===== src/tcc_consts.svh =====
`ifndef TCC_CONSTS_SVH
`define TCC_CONSTS_SVH

// Register word offsets (byte addresses)
`define TCC_OFS_RUN    8'h00
`define TCC_OFS_CTRL   8'h04
`define TCC_OFS_MODE   8'h08
`define TCC_OFS_FFCR   8'h0C
`define TCC_OFS_STATUS 8'h10
`define TCC_OFS_MASK   8'h14
`define TCC_OFS_SNAP   8'h18
`define TCC_OFS_CMP0   8'h1C
`define TCC_OFS_CMP1   8'h20
`define TCC_OFS_CAP0   8'h24
`define TCC_OFS_CAP1   8'h28

// Run register fields
`define TCC_RUN_COUNT_BIT 0
`define TCC_RUN_PRE_BIT 2

// Control register fields
`define TCC_CTRL_DBE_BIT 0
`define TCC_CTRL_SYNC_BIT 1
`define TCC_CTRL_OE_BIT 2

// Mode register fields
`define TCC_MODE_SRC_LSB 0
`define TCC_MODE_CLE_BIT 2
`define TCC_MODE_CPM_LSB 3
`define TCC_MODE_SOFTCAP_BIT 5

// Flip-flop control fields
`define TCC_FFCR_FORCE_LSB 0
`define TCC_FFCR_TEN_LSB 2

// Status / mask bit positions
`define TCC_ST_MATCH0 0
`define TCC_ST_MATCH1 1
`define TCC_ST_OVF 2
`define TCC_ST_CAP0 3
`define TCC_ST_CAP1 4

// Reset values and counter maximum
`define TCC_RST_COUNT 16'h0000
`define TCC_RST_MASK 5'h00
`define TCC_CNT_MAX 16'hFFFF

`endif


===== src/tcc_pkg.sv =====
package tcc_pkg;

  typedef struct packed {
    logic [7:0] addr;
    logic [31:0] wdata;
    logic wr;
    logic rd;
  } tcc_bus_req_t;

  typedef enum logic [1:0] {
    TCC_SRC_EXT0 = 2'h0,
    TCC_SRC_DIV1 = 2'h1,
    TCC_SRC_DIV4 = 2'h2,
    TCC_SRC_DIV16 = 2'h3
  } tcc_src_t;

  typedef enum logic [1:0] {
    TCC_CPM_OFF = 2'h0,
    TCC_CPM_IN0_IN1 = 2'h1,
    TCC_CPM_IN0_BOTH = 2'h2,
    TCC_CPM_NEIGHBOUR = 2'h3
  } tcc_cpm_t;

  typedef enum logic [1:0] {
    TCC_FF_INVERT = 2'h0,
    TCC_FF_SET = 2'h1,
    TCC_FF_CLEAR = 2'h2,
    TCC_FF_KEEP = 2'h3
  } tcc_force_t;

  typedef struct packed {
    logic count_run;
    logic pre_run;
    logic running;
    logic dbe;
    logic sync;
    logic oe;
    tcc_src_t src;
    logic cle;
    tcc_cpm_t cpm;
    logic [3:0] ten;
    logic [4:0] st;
    logic [4:0] mask;
    logic [3:0] pre;
    logic [15:0] cnt;
    logic [15:0] cmp0;
    logic [15:0] cmp1;
    logic [15:0] buf0;
    logic [15:0] buf1;
    logic [15:0] cap0;
    logic [15:0] cap1;
    logic [15:0] snap;
    logic ff;
    logic in0_q;
    logic in1_q;
    logic nb_q;
    logic [31:0] rdata;
    logic mo_irq;
    logic c0_irq;
    logic c1_irq;
    logic pin;
  } tcc_state_t;

endpackage : tcc_pkg


===== src/tcc_channel.sv =====
// Operation
// - Clearing the count run bit stops the counter and zeroes it.
// - Counter overflow raises the match/overflow interrupt request.
// - Two compare registers; each signals a match when equal to the counter.
// - Each compare register has a buffer; buffering off after reset, enable bit selects.
// - With buffering on and running, buffers load on compare 1 match.
// - While stopped, compare writes take effect at once.
// - A two-bit field picks when captures 0 and 1 latch the counter.
// - Select 11: trigger rising edge captures 0, falling edge captures 1.
// - Writing 0 to the soft capture bit copies the counter into capture 0.
// - Reading the snapshot register returns the current count, apart from captures.
// - Any compare match raises the match/overflow interrupt request.
// - Toggle flip-flop inverts on matches and captures, each source separately enabled.
// - Force field write: 00 inverts, 01 sets, 10 clears the flip-flop.
// - Flip-flop level is undefined after reset until software forces it; the code resets it to 0.
// - Flip-flop drives the output pin once the pin function is enabled.
// - Each capture latch raises its own capture interrupt request.
// - Event counting on external input 0 counts its rising edges.
// - Slave with sync bit set starts with its group master, no run bits.
// - Pulse polarity is set by the flip-flop's initial forced state.
// - Clear-on-match resets the counter on compare 1 match; else free-running.
// - Count source selects divide 1, 4, 16 taps or external input 0.
// - Flags set even when masked; only unmasked ones interrupt; status read clears.
`timescale 1ns/100ps
`include "tcc_consts.svh"

module tcc_channel
  import tcc_pkg::*;
(
  // Clock and reset
  input wire logic core_clk,
  input wire logic rst,
  // Register port
  input tcc_bus_req_t bus_req,
  output logic [31:0] rd_data,
  // Board-side inputs
  input wire logic external_input_0,
  input wire logic external_input_1,
  input wire logic neighbour_flipflop_output,
  // Group start from the master channel's run output
  input wire logic master_run_in,
  // Outputs
  output logic timer_output_pin,
  output logic run_out,
  output logic match_overflow_irq,
  output logic capture0_irq,
  output logic capture1_irq
);

  tcc_state_t s_reg;
  tcc_state_t s_next;

  logic run_now;
  logic tick;
  logic match0;
  logic match1;
  logic ovf;
  logic cap0_ev;
  logic cap1_ev;
  logic soft_cap;
  logic wr_cmp0;
  logic wr_cmp1;
  logic [4:0] events;
  logic [3:0] tog_src;

  function automatic logic rise(input logic prev, input logic cur);
    rise = !prev && cur;
  endfunction : rise

  function automatic logic hit(input tcc_bus_req_t req, input logic [7:0] ofs, input logic is_wr);
    hit = (req.addr == ofs) && (is_wr ? req.wr : req.rd);
  endfunction : hit

  // A slave in a sync group follows the master's run level in the same cycle
  assign run_now = s_reg.sync ? master_run_in : s_reg.running;

  always_comb
  begin
    s_next = s_reg;

    // Prescaler taps; held clear while stopped so group members stay aligned
    s_next.pre = run_now ? s_reg.pre + 4'h1 : 4'h0;
    unique case (s_reg.src)
      TCC_SRC_EXT0: tick = rise(s_reg.in0_q, external_input_0);
      TCC_SRC_DIV1: tick = 1'b1;
      TCC_SRC_DIV4: tick = (s_reg.pre[1:0] == 2'h3);
      TCC_SRC_DIV16: tick = (s_reg.pre == 4'hF);
    endcase

    match0 = run_now && tick && (s_reg.cnt == s_reg.cmp0);
    match1 = run_now && tick && (s_reg.cnt == s_reg.cmp1);
    ovf = run_now && tick && (s_reg.cnt == `TCC_CNT_MAX) && !(s_reg.cle && match1);

    if (!run_now)
      s_next.cnt = `TCC_RST_COUNT;
    else if (s_reg.cle && match1)
      s_next.cnt = `TCC_RST_COUNT;
    else if (tick)
      s_next.cnt = s_reg.cnt + 16'h0001;

    // Capture triggers
    soft_cap = hit(bus_req, `TCC_OFS_MODE, 1'b1) && !bus_req.wdata[`TCC_MODE_SOFTCAP_BIT];
    cap0_ev = soft_cap;
    cap1_ev = 1'b0;
    unique case (s_reg.cpm)
      TCC_CPM_OFF:
      begin
        cap0_ev = soft_cap;
      end
      TCC_CPM_IN0_IN1:
      begin
        cap0_ev = soft_cap || rise(s_reg.in0_q, external_input_0);
        cap1_ev = rise(s_reg.in1_q, external_input_1);
      end
      TCC_CPM_IN0_BOTH:
      begin
        cap0_ev = soft_cap || rise(s_reg.in0_q, external_input_0);
        cap1_ev = rise(external_input_0, s_reg.in0_q);
      end
      TCC_CPM_NEIGHBOUR:
      begin
        cap0_ev = soft_cap || rise(s_reg.nb_q, neighbour_flipflop_output);
        cap1_ev = rise(neighbour_flipflop_output, s_reg.nb_q);
      end
    endcase
    if (cap0_ev)
      s_next.cap0 = s_reg.cnt;
    if (cap1_ev)
      s_next.cap1 = s_reg.cnt;
    s_next.in0_q = external_input_0;
    s_next.in1_q = external_input_1;
    s_next.nb_q = neighbour_flipflop_output;

    // Compare registers: buffer only while running with buffering on
    wr_cmp0 = hit(bus_req, `TCC_OFS_CMP0, 1'b1);
    wr_cmp1 = hit(bus_req, `TCC_OFS_CMP1, 1'b1);
    if (s_reg.dbe && run_now && match1)
    begin
      s_next.cmp0 = s_reg.buf0;
      s_next.cmp1 = s_reg.buf1;
    end
    if (wr_cmp0)
    begin
      s_next.buf0 = bus_req.wdata[15:0];
      if (!(s_reg.dbe && run_now))
        s_next.cmp0 = bus_req.wdata[15:0];
    end
    if (wr_cmp1)
    begin
      s_next.buf1 = bus_req.wdata[15:0];
      if (!(s_reg.dbe && run_now))
        s_next.cmp1 = bus_req.wdata[15:0];
    end

    // Toggle flip-flop; simultaneous sources cancel pairwise
    tog_src = {cap1_ev, cap0_ev, match1, match0};
    s_next.ff = s_reg.ff ^ (^(tog_src & s_reg.ten));
    if (hit(bus_req, `TCC_OFS_FFCR, 1'b1))
    begin
      s_next.ten = bus_req.wdata[`TCC_FFCR_TEN_LSB +: 4];
      unique case (tcc_force_t'(bus_req.wdata[`TCC_FFCR_FORCE_LSB +: 2]))
        TCC_FF_INVERT: s_next.ff = !s_reg.ff;
        TCC_FF_SET: s_next.ff = 1'b1;
        TCC_FF_CLEAR: s_next.ff = 1'b0;
        TCC_FF_KEEP: s_next.ff = s_next.ff;
      endcase
    end

    // Control writes
    if (hit(bus_req, `TCC_OFS_RUN, 1'b1))
    begin
      s_next.count_run = bus_req.wdata[`TCC_RUN_COUNT_BIT];
      s_next.pre_run = bus_req.wdata[`TCC_RUN_PRE_BIT];
    end
    s_next.running = s_next.count_run && s_next.pre_run;
    if (hit(bus_req, `TCC_OFS_CTRL, 1'b1))
    begin
      s_next.dbe = bus_req.wdata[`TCC_CTRL_DBE_BIT];
      s_next.sync = bus_req.wdata[`TCC_CTRL_SYNC_BIT];
      s_next.oe = bus_req.wdata[`TCC_CTRL_OE_BIT];
    end
    if (hit(bus_req, `TCC_OFS_MODE, 1'b1))
    begin
      s_next.src = tcc_src_t'(bus_req.wdata[`TCC_MODE_SRC_LSB +: 2]);
      s_next.cle = bus_req.wdata[`TCC_MODE_CLE_BIT];
      s_next.cpm = tcc_cpm_t'(bus_req.wdata[`TCC_MODE_CPM_LSB +: 2]);
    end
    if (hit(bus_req, `TCC_OFS_MASK, 1'b1))
      s_next.mask = bus_req.wdata[4:0];

    // Status: a read clears, but an event in the same cycle survives
    events = {cap1_ev, cap0_ev, ovf, match1, match0};
    s_next.st = (hit(bus_req, `TCC_OFS_STATUS, 1'b0) ? 5'h00 : s_reg.st) | events;
    s_next.mo_irq = |(s_next.st[2:0] & ~s_next.mask[2:0]);
    s_next.c0_irq = s_next.st[`TCC_ST_CAP0] && !s_next.mask[`TCC_ST_CAP0];
    s_next.c1_irq = s_next.st[`TCC_ST_CAP1] && !s_next.mask[`TCC_ST_CAP1];

    // Pin stays low until the pin function is enabled
    s_next.pin = s_next.ff && s_next.oe;

    // Read data stands one cycle, zero otherwise
    s_next.rdata = 32'h00000000;
    if (bus_req.rd)
    begin
      unique case (bus_req.addr)
        `TCC_OFS_RUN:
          s_next.rdata = 32'(s_reg.count_run) | (32'(s_reg.pre_run) << `TCC_RUN_PRE_BIT);
        `TCC_OFS_CTRL:
          s_next.rdata = {29'h0, s_reg.oe, s_reg.sync, s_reg.dbe};
        `TCC_OFS_MODE:
          s_next.rdata = {26'h0, 1'b1, s_reg.cpm, s_reg.cle, s_reg.src};
        `TCC_OFS_FFCR:
          s_next.rdata = {26'h0, s_reg.ten, 2'h3};
        `TCC_OFS_STATUS:
          s_next.rdata = {27'h0, s_reg.st};
        `TCC_OFS_MASK:
          s_next.rdata = {27'h0, s_reg.mask};
        `TCC_OFS_SNAP:
        begin
          s_next.snap = s_reg.cnt;
          s_next.rdata = {16'h0, s_reg.cnt};
        end
        `TCC_OFS_CMP0:
          s_next.rdata = {16'h0, s_reg.cmp0};
        `TCC_OFS_CMP1:
          s_next.rdata = {16'h0, s_reg.cmp1};
        `TCC_OFS_CAP0:
          s_next.rdata = {16'h0, s_reg.cap0};
        `TCC_OFS_CAP1:
          s_next.rdata = {16'h0, s_reg.cap1};
        default:
          s_next.rdata = 32'h00000000;
      endcase
    end
  end

  // The flip-flop resets to 0 only to keep simulation clean; software must force it
  always_ff @(posedge core_clk or posedge rst)
  begin
    if (rst)
    begin
      s_reg <= '0;
      s_reg.mask <= `TCC_RST_MASK;
    end
    else
      s_reg <= s_next;
  end

  assign rd_data = s_reg.rdata;
  assign timer_output_pin = s_reg.pin;
  assign run_out = s_reg.running;
  assign match_overflow_irq = s_reg.mo_irq;
  assign capture0_irq = s_reg.c0_irq;
  assign capture1_irq = s_reg.c1_irq;
endmodule : tcc_channel


===== config.mk =====
export PLATFORM = sky130hd
export DESIGN_NAME = tcc_channel
export DESIGN_NICKNAME = d
export VERILOG_FILES = /design/src/tcc_pkg.sv /design/src/tcc_channel.sv
export VERILOG_INCLUDE_DIRS = /design/src
export SDC_FILE = /design/constraint.sdc
export NUM_CORES = 1
export LEC_CHECK = 0
export ABC_AREA = 1
export CAP_MARGIN = 20
export CORE_AREA = 2 2 150 152
export DETAILED_ROUTE_END_ITERATION = 10
export DIE_AREA = 0 0 152 154
export DONT_BUFFER_PORTS = 1
export PLACE_DENSITY = 0.59
export SLEW_MARGIN = 20
export SYNTH_ARGS = -nofsm -noshare
export SYNTH_HDL_FRONTEND = slang
export SYNTH_SLANG_ARGS = --single-unit

===== constraint.sdc =====
create_clock -name core_clk -period 4.6 [get_ports core_clk]
set_input_delay 0.46 -clock core_clk [delete_from_list [all_inputs] [get_ports core_clk]]
set_output_delay 0.46 -clock core_clk [all_outputs]
set_load 0.02 [all_outputs]

# == Yosys cells after proc, flatten, opt, wreduce, memory -nomap -nowiden ==
# Index checks and enable logic that the tools add are counted.
# word_totals
reg_bits,181
in_bits,48
out_inout_bits,37
# classes
n_addsub,2
eq_ne,25
muxes,21
bitwise,6
reduce_logical,45
# ops
op,n
$pmux W16 S11,1
$mux W16,8
$eq A16 B16 Y1,2
$eq A8 B5 Y1 const B,4
$mux W32,1
$logic_and A1 B1 Y1,26
$eq A8 B6 Y1 const B,3
$add A16 B1 Y16 const B,1
$eq A16 B16 Y1 const B,1
$eq A8 B4 Y1 const B,2
$eq A2 B2 Y1 const B,7
$logic_not A1 Y1,10
$mux W5,2
$eq A8 B3 Y1 const B,1
$logic_not A8 Y1,1
$pmux W1 S4,2
$eq A2 B1 Y1 const B,3
$logic_not A2 Y1,3
$pmux W1 S3,2
$or A5 B5 Y5,1
$add A4 B1 Y4 const B,1
$and A4 B4 Y4,1
$eq A4 B4 Y1 const B,1
$mux W4,1
11 further kinds,14

# == Logic depth before layout (Yosys ltp) ==
# Gate-level depths: netlist of the first run.
# depth
depth_word,11
ltp_mapped,16
mapped_depth_nobuf,15

# == Worst setup path before layout of the first run ==
# OpenSTA, ideal clock, no wires.
# synth_path
path_type,input-to-reg
from,input port bus_req[40] (netlist name)
to,"register s_reg, in the netlist timer_output_pin"
arrival_ns,1.673
setup_slack_ns,2.801
stages,13
cell_sequence,inv_1 -> nand2_1 -> nor3_2 -> nand2_2 -> nor2_2 -> nand2_2 -> nand2_4 -> nand2_2 -> xor2_1 -> nand3_1 -> nand3_1 -> nand2_1 -> nor2_2
# synth_lines
item,line_no,text
"start, declared",tcc_channel.sv:34,"input tcc_bus_req_t bus_req,"
"end signal, assigned",tcc_channel.sv:246,s_reg <= s_next;
"end, declared",tcc_channel.sv:50,tcc_state_t s_reg;

==> metrics.txt, run 1 <==
Die Area 0.0234 mm^2; # fillers 2130; most frequent cell after synthesis nand2_1; grt peak-use layer met2; core footprint 0.0217 mm^2; Setup crit start s_reg[153]; Max Cap Violations 0; crit share post-route 58.7%; ANT cells 0; Initial Util 39.4%; Synth Area in Adders 0.293%; met3 Use GR 3.89%; clk_skew 0.00846 ns; #FFs+latches synth 165; reg2reg end s_reg[136]; complex-gate fraction of the synthesized area 15.7%; crit path DAT 2.99 ns; worst setup path end s_reg[136]; max-slew violation count 0; final setup fails 0; max reg flops 144; post-synthesis mux area share 0%; HP Class in2async; root buffer cell clkbuf_16; die width 152 um; main combinational cell family by area after synthesis simple AND/OR/NAND/NOR gates; first-pass GRT wire length 35.8 mm; H-tree depth 4; initial drt markers 577; largest area contributor in the netlist dfrtp_1; met1 global-route usage 27.0%; Post-synth EDFFs 0; Pwr Density 420 mW/mm^2; Setup TNS Final 0 ns; Worst-Margin Slew 1.02 ns; Avg Cell Area, Syn 7.97 um^2; first-pass detailed-route iteration total 5; share of cells above drive strength 1 8.49%; required time of the critical path 4.89 ns; Reg2Reg Setup Slack 1.90 ns; Simple-Gate Fraction of Synth Area 21.7%; Netlist cell types 42; Area growth syn-to-layout 7.23%; row count 54; Synth warnings 0; Post-synth top cells nand2_1 (256), dfrtp_1 (165), inv_1 (142); Max clock buf depth 2; Residual DRC 0; CTS resizes 0; Wirelength per Cell 16.6 um; Post-synth top flop dfrtp_1; io pins 85; Yosys top cell area share 48.3%; crit path max fanout 33; Num CTS Buffers 17; Post-synth ARST share 100%; f_max 370 MHz; crit path kind reg2reg; pin count of the biggest net entering global routing 129; Setup Buffers After CTS 0; final hold vios 0; Seq/Total Area, Yosys 48.3%; initial antenna violation count 0; HPWL after detailed placement 15.2 mm; clk sinks 165; clk slew on worst S/H paths 0.07 ns; Port Buf Inserts 0; fin crit period 2.70 ns; Die Y 154 um; Synth Area in XOR/XNOR 1.54%; status finished clean; Avg Vias per Cell 5.18; via count 6874; RSZ-0062 raised after global routing false; Final GP Congestion 0.955; post-route ant nets 0; DP Area 0.00854 mm^2; met2 usage 29.9%; startpoint types register; CP endpoint kind register; Total GRT Usage 19.3%; CTS tree built; Total Wirelength 22.1 mm; top cells by area, synth dfrtp_1 (48%), nand2_1 (11%), inv_1 (6.2%); CTS hold repair buffers 0; post-route cell area 0.00917 mm^2; Post-Synthesis Cells 1073; Mapped Area 0.00855 mm^2; Skew-Pair Late Insertion Delay 0.44 ns; r2r startpoint s_reg[153]; gr ovfl total 0; peak supply drop 0.158 mV; relative slew slack 32.0%; Leak Pwr 4.27 nW; vias in the first global route 6552; R2R depth 11; Nets 1085
layout make-up:
type                       instances  area (um^2)  share of cell area, %
multi-input combinational        688         3420                   37.3
clock inverter                    13          186                   2.03
clock buffer                      19          443                   4.83
tap                              280          350                   3.82
timing repair buffer               4         42.5                  0.464
inverter                         159          602                   6.56
sequential                       165         4130                   45.0
through the flow:
| stage | total power [mW] | std cells | utilization, % | hold WS, ns | worst slack (ns) |
|---|---|---|---|---|---|
| 2_1_floorplan | 2.18 | 1088 | - | 0.433 | 2.04 |
| 3_5_place_dp | 2.33 | 1296 | 39.4 | 0.461 | 1.82 |
| 5_1_grt | 4.04 | 1328 | 42.3 | 0.0334 | 1.65 |
| 4_1_cts | 3.87 | 1328 | 42.3 | 0.0316 | 1.94 |
| 6_report | 3.85 | 1328 | 42.3 | 0.0418 | 1.90 |
| 3_3_place_gp | 2.32 | 1296 | 39.4 | 0.453 | 1.83 |
cells in the final DEF, fill, tap and decap left out, drive strengths merged:
master      n
clkinv      3
nor2       84
o41ai       1
clkinvlp    2
buf         4
ha          2
o31ai       1
conb       16
clkbuf     19
o21ai     115
xnor2       4
nor3       10
o32ai       1
xor2       11
a221oi      1
nor4        3
o22ai      48
dfrtp     165
or2         1
a21o        1
nand2     265
o221ai      2
nand4      10
a21oi      22
a31oi      25
inv       164
a211oi     10
nand3      51
o211ai      4
bufinv      3
logic make-up (layout without fill, tap and decap cells):
logic type / count (synthesis) / in the layout
AOI/OAI and AO/OA: 231 / 231
xor gates and xnor gates: 15 / 15
adders and majority gates: 2 / 2
buffers and inverters: 235 / 195
DFF: 165 / 165
other: 1 / 16
and+or+nand+nor: 424 / 424
layer usage:
layer | vias to the layer above | routed length [um]
met5 | - | 0
li1 | 3370 | -
met4 | 0 | 530
met2 | 164 | 9910
met3 | 31 | 985
met1 | 3309 | 10700
power breakdown:
group / internal [mW] / leakage, nW / switching (mW) / total [mW]
clock network: 0.891 / 0.306 / 0.653 / 1.54
registers: 1.58 / 2.17 / 0.133 / 1.71
logic: 0.190 / 1.79 / 0.408 / 0.598
worst max-delay path: stages, from the launching register on:
cell and delay [ns]:
dfrtp_1 0.51, inv_1 0.17, nand2_1 0.09, nand2_1 0.05, nor2_1 0.16, nand2_1 0.11, nor2_2 0.21, nand3_4 0.14
clkinv_2 0.39, nand2_4 0.34, o21ai_0 0.26, o22ai_1 0.09
worst min path at each step:
stage	startpoint	endpoint	slack, ns	cells past startpoint
after floorplan	s_reg[168]	s_reg[168]	0.43	1
after global placement	s_reg[168]	s_reg[168]	0.45	1
after detailed placement	s_reg[168]	s_reg[168]	0.46	1
after CTS	external_input_0	s_reg[38]	0.03	0
after global routing	external_input_0	s_reg[38]	0.03	0
final	rst	rd_data[0]	0.04	1
No activity file was read; power rests on OpenSTA's default activity.
==> run 2: changes to the inputs <==
ABC_AREA = 0   (was 1)
CORE_AREA = 2 2 146 148   (was 2 2 150 152)
DIE_AREA = 0 0 148 150   (was 0 0 152 154)
PLACE_DENSITY = 0.57   (was 0.59)
clock period = 2.7 ns   (was 4.6 ns; I/O delays follow)
==> run 2 against run 1 <==
Register-to-register slack lost 1.7 ns; global-route usage up 0.86 points; clock skew rose by 0.0027 ns; clock power is 53% higher; die area decreased by 5.2%; core utilization increased by 2.0 points; count of clock-buffer cells in the layout is 1 lower.
==> metrics.txt, run 2 <==
status finished clean; required time of the critical path 3.05 ns; post-route cell area 0.00916 mm^2; pre-CTS WS 0.0527 ns; initial antenna violation count 0; Area growth syn-to-layout 12.8%; HPWL after detailed placement 14.9 mm; Crit path depth 8; first-pass detailed-route iteration total 8; crit-path cells xnor2_1 > nand4_1 > nor4_4 > buf_4 > nand3_2 > buf_4 > mux2i_1 > a21oi_1; most frequent cells in the layout dfrtp_1 (165), mux2_2 (83), nor2_1 (52); # fillers 1893; relative slew slack 54.5%; R2R depth 8; Post-Synthesis Cells 707; Worst-Margin Slew 0.681 ns; crit path max fanout 32; Residual DRC 0; worst path bufs/invs 2; io pins 85; CP endpoint kind register; Avg Cell Area, Syn 11.5 um^2; CP dominant cell by count buf_4; vias in the first global route 5740; clk sinks 165; Initial Util 39.2%; post-synthesis mux area share 16.6%; crit path DAT 2.88 ns; Die Area 0.0222 mm^2; CP max stage delay 0.50 ns; H-tree depth 4; main combinational cell family by area after synthesis multiplexers; fin crit period 2.54 ns; max reg flops 144; Port Buf Inserts 0; Fin Hold WS 0.0114 ns; Yosys top cell area share 50.9%; Synth warnings 0; Netlist cell types 65; startpoint types register; DP Area 0.00835 mm^2; Leak Pwr 4.53 nW; Post-synth top cells dfrtp_1 (165), mux2_2 (83), nor2_1 (52); f_max 394 MHz; via count 5699; row count 53; crit path kind reg2reg; Max clock buf depth 2; post-route ant nets 0; Die Y 150 um; Max Cap Violations 0; Mapped Area 0.00812 mm^2; complex-gate fraction of the synthesized area 12.0%; Total GRT Usage 20.2%; Post-synth ARST share 100%; ANT cells 0; root buffer cell clkbuf_16; Seq/Total Area, Yosys 50.9%; Synth Area in XOR/XNOR 4.21%; clk slew on worst S/H paths 0.07 ns; pin count of the biggest net entering global routing 76; core footprint 0.0207 mm^2; Avg Vias per Cell 5.68; peak supply drop 0.384 mV; largest area contributor in the netlist dfrtp_1; first-pass GRT wire length 33.8 mm; final hold vios 0; WHS Path Cells 2; Final GP Congestion 0.852; most frequent cell after synthesis dfrtp_1; Num CTS Buffers 17; Skew-Pair Late Insertion Delay 0.43 ns; Synth Area in Adders 0.308%; top cells by area, synth dfrtp_1 (51%), mux2_2 (12%), mux2i_1 (4.8%); crit share post-route 93.9%; CTS resizes 0; CTS tree built; gr ovfl total 0; RSZ-0062 raised after global routing false; Pwr Density 602 mW/mm^2; die width 148 um; Total Wirelength 21.8 mm; clk_skew 0.0111 ns; max-slew violation count 0; critical path's top delay family simple AND/OR/NAND/NOR gates; Core Util, Final 44.3%; Wirelength per Cell 21.7 um; Post-synth top flop dfrtp_1; Setup TNS Final 0 ns; commonest non-fill, non-tap cell in the layout dfrtp_1; Simple-Gate Fraction of Synth Area 10.1%; Nets 768; initial drt markers 591; HP Class in2reg; share of cells above drive strength 1 22.5%; post-route worst setup slack 0.164 ns; Post-synth EDFFs 0; final setup fails 0; slowest CP cell dfrtp_1; #FFs+latches synth 165
-- run 2: cell types whose count changed in the layout (fill, tap and decap cells not counted), moves of 18 or more --
| cell | previous run | this run |
|---|---|---|
| buf_4 | 3 | 33 |
| o22ai_1 | 48 | 2 |
| nand3_1 | 47 | 15 |
| nand2_1 | 255 | 25 |
| a21oi_1 | 20 | 49 |
| a31oi_1 | 25 | 6 |
| inv_1 | 141 | 3 |
| o21ai_0 | 99 | 11 |
| nor2_1 | 73 | 52 |
| mux2_2 | 0 | 83 |
| mux2i_1 | 0 | 39 |
| a22o_1 | 0 | 18 |
| dlygate4sd3_1 | 0 | 24 |
-- run 2: where the power goes --
group | internal, mW | switching, mW | total (mW)
Clock | 1.30 | 1.05 | 2.35
Sequential | 2.59 | 0.127 | 2.71
Combinational | 0.191 | 0.255 | 0.446
-- run 2: layer usage --
layer / GRT usage (%) / routed length [um]
met5: 0 / 0
met1: 28.0 / 9830
met3: 4.12 / 1460
met4: 7.29 / 497
met2: 31.4 / 9980
-- run 2: layout make-up --
class	instances	area, um^2	share of cell area, %
Clock buffer	18	439	4.80
Clock inverter	12	123	1.34
Inverter	5	22.5	0.246
Multi-Input combinational cell	470	3570	39.0
Sequential cell	165	4130	45.1
Tap cell	275	344	3.76
Timing Repair Buffer	59	528	5.77
-- run 2: path summary, 6_finish.rpt --
kind | from | endpoint | slack (ns)
min in group asynchronous | rst | s_reg[169] | 0.42
max reg2reg | s_reg[165] | s_reg[124] | 0.16
max | s_reg[165] | s_reg[124] | 0.16
max in group asynchronous | rst | s_reg[111] | 1.46
min reg2reg | s_reg[168] | s_reg[168] | 0.47
min | bus_req[17] | s_reg[135] | 0.01
-- run 2: through the flow --
step,power [mW],cells
2_1_floorplan,3.03,722
3_3_place_gp,3.14,949
3_5_place_dp,3.15,949
4_1_cts,5.54,1003
5_1_grt,5.70,1004
6_report,5.51,1004
-- run 2: cell families (layout without fill, tap and decap cells) --
logic type / Yosys count / in the layout
buf+inv: 87 / 94
flops: 165 / 165
other cells: 1 / 16
mux: 123 / 123
fa+ha+maj: 2 / 2
xor+xnor: 39 / 39
simple gates: 150 / 150
compound gates: 140 / 140
-- run 2: timing repair --
item | in CTS | in global routing
hold endpoints to repair | 99 | 0
buffers inserted | 0 | 1
hold buffers | 24 | 0
endpoints found under the setup margin | 0 | 31
-- run 2: worst register-to-register path, cell delays in order (launching register included) --
cell	delay [ns]
dfrtp_1	0.50
xnor2_1	0.32
nand4_1	0.20
nor4_4	0.43
buf_4	0.21
nand3_2	0.08
buf_4	0.33
mux2i_1	0.19
a21oi_1	0.20
